**src/tgu_pkg.sv**
```systemverilog
// package: register map, field positions, reset values and types of the timer/guard unit
package tgu_pkg;

  // register word offsets (byte addresses on the avalon bus)
  localparam logic [3:0] OFS_COUNT_HIGH = 4'h0;
  localparam logic [3:0] OFS_COUNT_LOW  = 4'h4;
  localparam logic [3:0] OFS_PRESCALE   = 4'h8;
  localparam logic [3:0] OFS_CONTROL    = 4'hC;
  // guard control word and interrupt routing word
  localparam logic [4:0] OFS_GUARD      = 5'h10;
  localparam logic [4:0] OFS_ROUTE      = 5'h14;

  // control register field positions
  localparam int BIT_RUN      = 7;
  localparam int BIT_SINGLE   = 6;
  localparam int BIT_MODE_HI  = 5;
  localparam int BIT_MODE_LO  = 4;
  localparam int BIT_IN_EN    = 3;
  localparam int BIT_OUT_MODE = 2;
  localparam int BIT_WR_OUT   = 1;
  localparam int BIT_OUT_EN   = 0;
  // guard word: enable bit, active low
  localparam int BIT_GUARD_EN_N = 6;
  // routing word
  localparam int BIT_TOP_SEL = 2;
  localparam int BIT_A0_SEL  = 1;

  // reset values
  localparam logic [7:0]  RST_COUNT_HIGH = 8'hFF;
  localparam logic [7:0]  RST_COUNT_LOW  = 8'hFF;
  localparam logic [7:0]  RST_PRESCALE   = 8'hFF;
  localparam logic [7:0]  RST_CONTROL    = 8'h12;
  localparam logic [7:0]  RST_GUARD      = 8'h7F;
  localparam logic [7:0]  RST_ROUTE      = 8'h06;
  localparam logic [15:0] GUARD_CONST    = 16'hFFFF;

  // refresh sequence bytes
  localparam logic [7:0] REFRESH_FIRST  = 8'hAA;
  localparam logic [7:0] REFRESH_SECOND = 8'h55;

  // internal clock divide ahead of the prescaler
  localparam int          INT_DIV      = 4;
  localparam logic [1:0]  INT_DIV_LAST = 2'(INT_DIV - 1);

  // input modes
  typedef enum logic [1:0] {
    TGU_EVENT   = 2'h0,
    TGU_GATED   = 2'h1,
    TGU_TRIGGER = 2'h2,
    TGU_RETRIG  = 2'h3
  } tgu_mode_t;

  // counter run state, one-hot
  typedef enum logic [2:0] {
    TGU_IDLE  = 3'b001,
    TGU_ARMED = 3'b010,
    TGU_COUNT = 3'b100
  } tgu_state_t;

  // avalon slave request bundle
  typedef struct packed {
    logic [4:0] address;
    logic       read;
    logic       write;
    logic [3:0] byteenable;
    logic [31:0] writedata;
  } tgu_req_t;

  // control register fields
  typedef struct packed {
    logic      run;
    logic      single;
    tgu_mode_t mode;
    logic      in_en;
    logic      out_mode;
    logic      wr_out;
    logic      out_en;
  } tgu_ctrl_t;

endpackage

```
**src/tgu_timer.sv**
```systemverilog
// file: timer/guard unit, 16-bit down-counter with prescaler, waveform output and guard reset
//
// Function
// 16-bit down-counter behind 8-bit prescaler
// input enable picks pin pulses, else clock/4
// run bit starts next cycle, clear halts
// restart resumes held count unless rewritten
// running: constant at end, prescaler immediate
// end of count when counter hits zero
// single mode stops, reloads, clears run bit
// continuous mode reloads and keeps counting
// single bit and run bit writable together
// event mode counts falling input edges
// source spaces event edges by eight clocks; the tgu_partner fall task spaces them ten clocks apart
// gated mode counts only while pin high
// triggerable mode starts on edge after run
// retriggerable edge reloads; ignored when stopped
// output disabled drives pin high
// square mode toggles output each end
// pwm mode copies write-out bit each end
// select pin low forces guard after reset
// clearing guard enable enters guard, locks
// guard mode: only prescaler writes; end resets
// AAh then 55h to low register refreshes
// guard ignores run, single, mode; continuous
// two-bit input mode field encoding
// prescaler divides by value plus one
// routing bits select interrupt sources
// run bit readable at any time
//
// Added by the designer: the Avalon-MM register port and the register addresses.
`timescale 1ns/1ns
`default_nettype none

module tgu_timer (
  input  wire logic        MCLK,
  input  wire logic        RESET_N,
  input  wire logic [4:0]  AVS_ADDRESS,
  input  wire logic        AVS_READ,
  input  wire logic        AVS_WRITE,
  input  wire logic [3:0]  AVS_BYTEENABLE,
  input  wire logic [31:0] AVS_WRITEDATA,
  output logic      [31:0] AVS_READDATA,
  output logic             AVS_WAITREQUEST,
  input  wire logic        TIMER_INPUT_PIN,
  input  wire logic        HW_SW_GUARD_SELECT_PIN,
  input  wire logic        EXT_IRQ0_PIN,
  input  wire logic        NMI_PIN,
  output logic             TIMER_OUTPUT_PIN,
  output logic             SYSTEM_RESET,
  output logic             IRQ_TOP_LEVEL,
  output logic             IRQ_CHANNEL_A0
);
  import tgu_pkg::*;

  ////////////////////////////////////////////////////////////////////////////
  // reset release and pin synchronisers

  logic       rst_meta;      // reset release stage one
  logic       rst_n;         // synchronised reset
  logic [1:0] in_sync;       // timer input synchroniser
  logic [1:0] sel_sync;      // guard select synchroniser
  logic       in_prev;       // last synchronised input
  logic       hw_guard;      // strap caught after release
  logic       strap_done;    // strap capture done

  // reset release through two flops
  always_ff @(posedge MCLK or negedge RESET_N) begin
    if (!RESET_N) begin
      rst_meta <= 1'b0;
      rst_n    <= 1'b0;
    end else begin
      rst_meta <= 1'b1;
      rst_n    <= rst_meta;
    end
  end

  // input synchroniser, reset to the idle high level so reset makes no false edge
  always_ff @(posedge MCLK or negedge rst_n) begin
    if (!rst_n) begin
      in_sync <= 2'h3;
      in_prev <= 1'b1;
    end else begin
      in_sync <= {in_sync[0], TIMER_INPUT_PIN};
      in_prev <= in_sync[1];
    end
  end

  // strap synchroniser runs through reset, so the strap is settled at capture
  always_ff @(posedge MCLK) begin
    sel_sync <= {sel_sync[0], HW_SW_GUARD_SELECT_PIN};
  end

  // strap capture once after each external reset
  always_ff @(posedge MCLK or negedge RESET_N) begin
    if (!RESET_N) begin
      hw_guard   <= 1'b0;
      strap_done <= 1'b0;
    end else if (!strap_done && rst_n) begin
      hw_guard   <= ~sel_sync[1];
      strap_done <= 1'b1;
    end
  end

  logic pin_in;    // synchronised input level
  logic fall_edge; // input falling edge
  assign pin_in    = in_sync[1];
  assign fall_edge = in_prev & ~in_sync[1];

  ////////////////////////////////////////////////////////////////////////////
  // register file state

  logic [15:0] constant;       // reload constant
  logic [7:0]  prescale;       // prescaler value
  tgu_ctrl_t   ctrl;           // control fields
  logic        guard_en_n;     // guard enable, active low
  logic        top_sel;        // top level source select
  logic        a0_sel;         // channel a0 source select
  logic        const_dirty;    // constant rewritten since last load
  logic        refresh_armed;  // first refresh byte seen
  logic [15:0] count;          // down-counter
  logic [7:0]  pre_cnt;        // prescaler counter
  logic [1:0]  div_cnt;        // clock/4 divider
  tgu_state_t  state;          // run state
  logic        out_q;          // output latch
  logic        sys_rst;        // guard reset pulse

  logic [15:0] next_constant;
  logic [7:0]  next_prescale;
  tgu_ctrl_t   next_ctrl;
  logic        next_guard_en_n;
  logic        next_top_sel;
  logic        next_a0_sel;
  logic        next_const_dirty;
  logic        next_refresh_armed;
  logic [15:0] next_count;
  logic [7:0]  next_pre_cnt;
  logic [1:0]  next_div_cnt;
  tgu_state_t  next_state;
  logic        next_out_q;
  logic        next_sys_rst;
  logic [31:0] next_readdata;

  ////////////////////////////////////////////////////////////////////////////
  // bus decode: single-cycle writes, one wait cycle on reads

  logic wr;      // write accepted this cycle
  logic rd_done; // read data ready
  logic be0;     // low byte lane enabled
  logic guard;   // guard mode active

  assign be0   = AVS_BYTEENABLE[0];
  assign wr    = AVS_WRITE & be0;
  assign guard = hw_guard | ~guard_en_n;

  // reads wait one cycle for registered data, writes never wait
  assign AVS_WAITREQUEST = AVS_READ & ~rd_done;

  logic wr_high, wr_low, wr_pre, wr_ctrl, wr_guard, wr_route;
  assign wr_high  = wr && AVS_ADDRESS == 5'(OFS_COUNT_HIGH);
  assign wr_low   = wr && AVS_ADDRESS == 5'(OFS_COUNT_LOW);
  assign wr_pre   = wr && AVS_ADDRESS == 5'(OFS_PRESCALE);
  assign wr_ctrl  = wr && AVS_ADDRESS == 5'(OFS_CONTROL);
  assign wr_guard = wr && AVS_ADDRESS == OFS_GUARD;
  assign wr_route = wr && AVS_ADDRESS == OFS_ROUTE;

  ////////////////////////////////////////////////////////////////////////////
  // tick generation

  logic base_tick;   // clock/4 or pin pulse into prescaler
  logic gate_ok;     // count permission this tick
  logic pre_tick;    // prescaler terminal tick
  logic eoc;         // end of count this cycle
  logic use_pin;     // prescaler fed by pin pulses
  logic [7:0] wdata; // low write byte

  assign wdata    = AVS_WRITEDATA[7:0];
  // guard mode always counts the internal clock
  assign use_pin  = ~guard & ctrl.in_en & (ctrl.mode == TGU_EVENT);

  assign base_tick = use_pin ? fall_edge : (div_cnt == INT_DIV_LAST);
  assign gate_ok  = guard | (state == TGU_COUNT &&
                    (!ctrl.in_en || ctrl.mode != TGU_GATED || pin_in));
  assign pre_tick = base_tick && gate_ok && pre_cnt == 8'h00;
  assign eoc      = pre_tick && count == 16'h0000;

  ////////////////////////////////////////////////////////////////////////////
  // next-state logic for registers, counter and output

  always_comb begin
    next_constant      = constant;
    next_prescale      = prescale;
    next_ctrl          = ctrl;
    next_guard_en_n    = guard_en_n;
    next_top_sel       = top_sel;
    next_a0_sel        = a0_sel;
    next_const_dirty   = const_dirty;
    next_refresh_armed = refresh_armed;
    next_count         = count;
    next_pre_cnt       = pre_cnt;
    next_div_cnt       = div_cnt + 2'h1;
    next_state         = state;
    next_out_q         = out_q;
    next_sys_rst       = 1'b0;

    // software writes
    if (wr_pre) begin
      next_prescale = wdata;
      next_pre_cnt  = wdata;
    end
    if (!guard) begin
      if (wr_high) begin
        next_constant[15:8] = wdata;
        next_const_dirty    = 1'b1;
      end
      if (wr_low) begin
        next_constant[7:0] = wdata;
        next_const_dirty   = 1'b1;
      end
      if (wr_ctrl) begin
        next_ctrl = tgu_ctrl_t'(wdata);
      end
    end
    if (wr_route) begin
      next_top_sel = wdata[BIT_TOP_SEL];
      next_a0_sel  = wdata[BIT_A0_SEL];
    end
    // clear only, never set again
    if (wr_guard && !wdata[BIT_GUARD_EN_N]) begin
      next_guard_en_n = 1'b0;
    end
    if (hw_guard) begin
      next_constant = GUARD_CONST;
    end

    if (guard) begin
      // guard mode: continuous on clock/4
      if (wr_low) begin
        next_refresh_armed = (wdata == REFRESH_FIRST);
        if (refresh_armed && wdata == REFRESH_SECOND) begin
          next_count   = constant;
          next_pre_cnt = prescale;
        end
      end
      if (state != TGU_COUNT) begin
        next_state = TGU_COUNT;
        next_count = constant;
      end else if (pre_tick && !(wr_low && refresh_armed && wdata == REFRESH_SECOND)) begin
        next_pre_cnt = prescale;
        if (eoc) begin
          next_sys_rst = 1'b1;
          next_count   = constant;
        end else begin
          next_count = count - 16'h0001;
        end
      end else if (base_tick && !wr_pre) begin
        next_pre_cnt = pre_cnt - 8'h01;
      end
    end else begin
      case (state)
        TGU_IDLE: begin
          if (ctrl.run) begin
            if (const_dirty) begin
              next_count       = constant;
              // a constant written in this very cycle stays pending
              next_const_dirty = wr_high | wr_low;
            end
            // wait for an edge before counting
            if (ctrl.in_en && (ctrl.mode == TGU_EVENT || ctrl.mode == TGU_TRIGGER)) begin
              next_state = TGU_ARMED;
            end else begin
              next_state = TGU_COUNT;
            end
          end
        end
        TGU_ARMED: begin
          if (!ctrl.run) begin
            next_state = TGU_IDLE;
          end else if (fall_edge) begin
            next_state = TGU_COUNT;
          end
        end
        TGU_COUNT: begin
          if (!ctrl.run) begin
            next_state = TGU_IDLE;
          end else if (ctrl.in_en && ctrl.mode == TGU_RETRIG && fall_edge) begin
            next_count       = constant;
            next_pre_cnt     = prescale;
            next_const_dirty = wr_high | wr_low;
          end else if (eoc) begin
            next_count       = constant;
            next_pre_cnt     = prescale;
            next_const_dirty = wr_high | wr_low;
            if (ctrl.single) begin
              next_ctrl.run = 1'b0;
              next_state    = TGU_IDLE;
            end
            next_out_q = ctrl.out_mode ? ctrl.wr_out : ~out_q;
          end else if (pre_tick) begin
            next_pre_cnt = prescale;
            next_count   = count - 16'h0001;
          end else if (base_tick && gate_ok && !wr_pre) begin
            next_pre_cnt = pre_cnt - 8'h01;
          end
        end
        default: next_state = TGU_IDLE;
      endcase
    end
  end

  // read mux, registered
  always_comb begin
    next_readdata = 32'h0000_0000;
    case (AVS_ADDRESS)
      5'(OFS_COUNT_HIGH): next_readdata[7:0] = count[15:8];
      5'(OFS_COUNT_LOW):  next_readdata[7:0] = count[7:0];
      5'(OFS_PRESCALE):   next_readdata[7:0] = prescale;
      5'(OFS_CONTROL):    next_readdata[7:0] = ctrl;
      OFS_GUARD:          next_readdata[BIT_GUARD_EN_N] = guard_en_n;
      OFS_ROUTE:          next_readdata[2:1] = {top_sel, a0_sel};
      default:            next_readdata = 32'h0000_0000;
    endcase
  end

  // state registers
  always_ff @(posedge MCLK or negedge rst_n) begin
    if (!rst_n) begin
      constant      <= {RST_COUNT_HIGH, RST_COUNT_LOW};
      prescale      <= RST_PRESCALE;
      ctrl          <= tgu_ctrl_t'(RST_CONTROL);
      guard_en_n    <= RST_GUARD[BIT_GUARD_EN_N];
      top_sel       <= RST_ROUTE[BIT_TOP_SEL];
      a0_sel        <= RST_ROUTE[BIT_A0_SEL];
      const_dirty   <= 1'b0;
      refresh_armed <= 1'b0;
      count         <= {RST_COUNT_HIGH, RST_COUNT_LOW};
      pre_cnt       <= RST_PRESCALE;
      div_cnt       <= 2'h0;
      state         <= TGU_IDLE;
      out_q         <= 1'b1;
      sys_rst       <= 1'b0;
      AVS_READDATA  <= 32'h0000_0000;
      rd_done       <= 1'b0;
    end else begin
      constant      <= next_constant;
      prescale      <= next_prescale;
      ctrl          <= next_ctrl;
      guard_en_n    <= next_guard_en_n;
      top_sel       <= next_top_sel;
      a0_sel        <= next_a0_sel;
      const_dirty   <= next_const_dirty;
      refresh_armed <= next_refresh_armed;
      count         <= next_count;
      pre_cnt       <= next_pre_cnt;
      div_cnt       <= next_div_cnt;
      state         <= next_state;
      out_q         <= next_out_q;
      sys_rst       <= next_sys_rst;
      AVS_READDATA  <= next_readdata;
      rd_done       <= AVS_READ & ~rd_done;
    end
  end

  ////////////////////////////////////////////////////////////////////////////
  // outputs

  logic eoc_q; // registered end of count for routing
  always_ff @(posedge MCLK or negedge rst_n) begin
    if (!rst_n) begin
      eoc_q <= 1'b0;
    end else begin
      eoc_q <= eoc & ~guard;
    end
  end

  assign TIMER_OUTPUT_PIN = ctrl.out_en ? out_q : 1'b1;
  assign SYSTEM_RESET     = sys_rst;
  assign IRQ_TOP_LEVEL    = top_sel ? NMI_PIN : eoc_q;
  assign IRQ_CHANNEL_A0   = a0_sel ? EXT_IRQ0_PIN : eoc_q;

endmodule
`default_nettype wire

```
**config.mk**
```make
export PLATFORM = sky130hd
export DESIGN_NAME = tgu_timer
export DESIGN_NICKNAME = d
export VERILOG_FILES = /design/src/tgu_pkg.sv /design/src/tgu_timer.sv
export SDC_FILE = /design/constraint.sdc
export NUM_CORES = 1
export LEC_CHECK = 0
export BUFFER_PORTS_ARGS = -buffer_cell sky130_fd_sc_hd__buf_4
export CAP_MARGIN = 20
export CORE_MARGIN = 2
export CORE_UTILIZATION = 47
export DETAILED_ROUTE_END_ITERATION = 10
export GPL_ROUTABILITY_DRIVEN = 0
export PLACE_DENSITY = 0.77
export RECOVER_POWER = 100
export SETUP_SLACK_MARGIN = 0.3
export SLEW_MARGIN = 20
export SYNTH_ARGS = -nofsm -noshare
export SYNTH_HDL_FRONTEND = slang
export SYNTH_SLANG_ARGS = --single-unit
```
**constraint.sdc**
```tcl
create_clock -name MCLK -period 2.7 [get_ports MCLK]
set_input_delay 0.54 -clock MCLK [delete_from_list [all_inputs] [get_ports MCLK]]
set_output_delay 0.54 -clock MCLK [all_outputs]
set_load 0.02 [all_outputs]
```
==> flow_summary_export.csv <==
group,metric,value,unit
status,status,"finished, violations left",
status,violations,"DRC",
grt,grt.met2_usage,45.0,%
clocking,clock_latency,0.35,ns
finish,antenna_cells,0,
clocking,path_clk_slew,0.07,ns
critical_path,setup.worst_path.class,"reg2reg",
synth,yosysUniqueCellTypes,84,
synth,yosysTopAreaCell,"dfstp_2",
sta,finalSetupTns,0,ns
placement,dp_cells,788,
synth,synthTopCellsByCount,"nand2_1 (104), dfstp_2 (58), o21ai_0 (37), mux2i_1 (33), nor2_1 (31)",
clocking,cts_buffer_depth,2,
clocking,cts_root_buffer,"clkbuf_16",
flow_run,max_cap_violations,0,
floorplanning,fp.dieArea,12800,µm²
synth,synthMostInstantiatedCell,"nand2_1",
placement,io_buffer_count,34,
route,drc,5,
floorplanning,core_area,11500,µm²
grt,use_met1,32.9,%
sta,fmax,0.374,GHz
route,dr.pass1.iters,8,
sta,worst_slack,0.0235,ns
grt,grt_pass1_vias,5269,
finish,drive_gt1_share,35.4,%
grt,globalRouteOverflowTotal,0,
synth,synth_seq_cells,87,
power_and_ir_drop,p_leak,2.96,nW
critical_path,worstPathMaxFanout,8,
finish,postLayoutCoreUtil,61.0,%
route,routed_via_density,6.44,
synth,yosysTopAreaCellShare,27.3,%
placement,place_hpwl,10.9,mm
finish,multi_input_comb_area,3380,µm²
grt,track_usage,27.0,%
min_path,hp-start,"TIMER_INPUT_PIN",
critical_path,cp-startpoint,"guard_en_n",
clocking,cts_tree,"built",
critical_path,cp-start-kind,"flop",
synth,avgSynthCellArea,9.04,µm²
sta,finClkSkew,0.00760,ns
sta,period_minus_slack,2.68,ns
clocking,h-tree-depth,3,
synth,async_reset_ff_share,97.7,%
power_and_ir_drop,ir_worst_vdd,0.000416,V
critical_path,end_kind,"flop",
critical_path,cp.required,2.97,ns
sta,slew_headroom,8.38,%
sta,fin_crit_sh,99.1,%
route,wl_per_cell,22.2,µm
floorplanning,io_pins,86,
sta,setup-violations-final,0,
sta,worstMarginPinSlew,1.37,ns
placement,pre_cts_ws,-0.0245,ns
floorplanning,start_util,48.5,%
grt,grt_max_degree,62,
synth,yosysSeqAreaShare,40.1,%
route,vias,5420,
floorplanning,rows,39,
synth,ys_warn_count,0,
finish,final-instance-count-excl-fill,841,
clocking,clock_sinks,87,
clocking,cts_buffers,9,
critical_path,worstReg2RegStart,"guard_en_n",
grt,grt_antenna_before_repair,0,
grt,grt_pass1_wl,27.4,mm
floorplanning,fp.dieH,113,µm
sta,hold_viol_final,0,
grt,met3_usage,6.37,%
sta,rsz0062_at_grt,"true",
route,drtIter0Drc,601,
sta,slew_violations,0,
route,drt-total-wl,18.6,mm
min_path,hold_path_class,"in2reg",
finish,area_delta_synth_final,25.7,%
synth,synth.area.top_cells,"dfstp_2 (27%), dfrtp_1 (12%), nand2_1 (7.0%)",
grt,busiest_layer,"met2",
synth,synthFlopType,"dfstp_2",
synth,synth-edff-count,0,
synth,syn-cell-area,5590,µm²
power_and_ir_drop,powerDensity,531,nW/µm²
floorplanning,die_w,113,µm
power_and_ir_drop,finalPower,0.00373,W
critical_path,cp.arrival,2.95,ns
finish,nFillCells,907,
route,ant_nets,0,
synth,netlist_instances,618,
finish,ff_latch_area,2240,µm²
finish,fin_nets,746,
-- through the flow --
stage | area [µm²] | hold slack, ns
2_1_floorplan | 5700 | 0.244
3_3_place_gp | 6010 | 0.317
3_5_place_dp | 6010 | 0.315
4_1_cts | 6720 | 0.285
5_1_grt | 7030 | 0.280
6_report | 7030 | 0.294
-- routing by layer --
layer	wire, µm	vias up	part of all wire, %
met5	0	-	0
met2	8980	357	48
met1	6680	2626	36
met4	1120	0	6.0
li1	-	2327	-
met3	1860	110	10
-- power by group --
part           internal, W  switching, W
Sequential         0.00144      0.000154
Combinational     0.000295      0.000359
Clock             0.000918      0.000569
-- layout by cell type (no fill, tap or decap), drive strengths merged, types with 7 or more instances in the layout --
cell type,count
nor3,19
inv,21
dfrtp,27
a22oi,12
clkbuf,33
nor4,7
mux2,13
o22ai,11
a21boi,8
buf,75
dfstp,58
mux2i,33
nand3b,17
nand3,16
nor2,33
o21ai,42
conb,25
nor2b,7
nand2,104
nand4,7
a21oi,26
and3,9
-- sequential cells by signal, summed over array words and instances, names as in the netlist --
name / cells
constant: 16
count: 16
AVS_READDATA: 8
ctrl: 8
pre_cnt: 8
prescale: 8
state: 3
div_cnt: 2
in_sync: 2
sel_sync: 2
SYSTEM_RESET: 1
a0_sel: 1
const_dirty: 1
eoc_q: 1
guard_en_n: 1
hw_guard: 1
in_prev: 1
out_q: 1
rd_done: 1
refresh_armed: 1
rst_meta: 1
rst_n: 1
strap_done: 1
top_sel: 1
-- what timing repair did --
item                                    in CTS  in global routing
endpoints found under the setup margin      26                 27
gates cloned                                 4                  1
hold buffers                                 1                  0
gates resized for setup                     33                 69
endpoints found under the hold margin        4                  0
pin swaps                                   12                 29
buffers inserted                            15                 16
-- cell type report --
class	count	area share, %
multi-input combinational	477	48.0
sequential	87	31.9
timing repair buffer	100	11.5
clock buffer	9	3.21
tap	143	2.55
clock inverter	7	1.80
inverter	18	0.962
-- worst max-delay path, cell delays in order, from the launching register on --
cell	delay [ns]
dfstp_1	0.55
clkbuf_1	0.35
nor2b_1	0.24
a21bo_2	0.24
a2111oi_4	0.09
nor2_2	0.38
and2_4	0.37
mux2i_1	0.29
a22oi_2	0.08
-- path summary, 6_finish.rpt --
kind / cells past startpoint / endpoint / slack (ns)
min in group asynchronous: 2 / rst_meta / 0.54
worst max register to register: 8 / count[10] / 0.02
worst max-delay path: 8 / count[10] / 0.02
worst min register to register: 0 / sel_sync[1] / 0.33
worst min-delay path: 1 / in_sync[0] / 0.29
max in group asynchronous: 1 / state[1] / 0.86
-- kinds of logic (layout without fill, tap and decap cells) --
kind of cell,Yosys count,in the layout,synth area share (%)
compound gates,144,144,17.4
xor+xnor,6,6,0.941
fa+ha+maj,4,4,0.896
buf+inv,79,134,7.88
flops,87,87,40.1
mux,46,46,8.53
other cells,2,25,0.134
simple gates,250,252,24.1
Note: power is estimated with default switching activity, not from simulation.
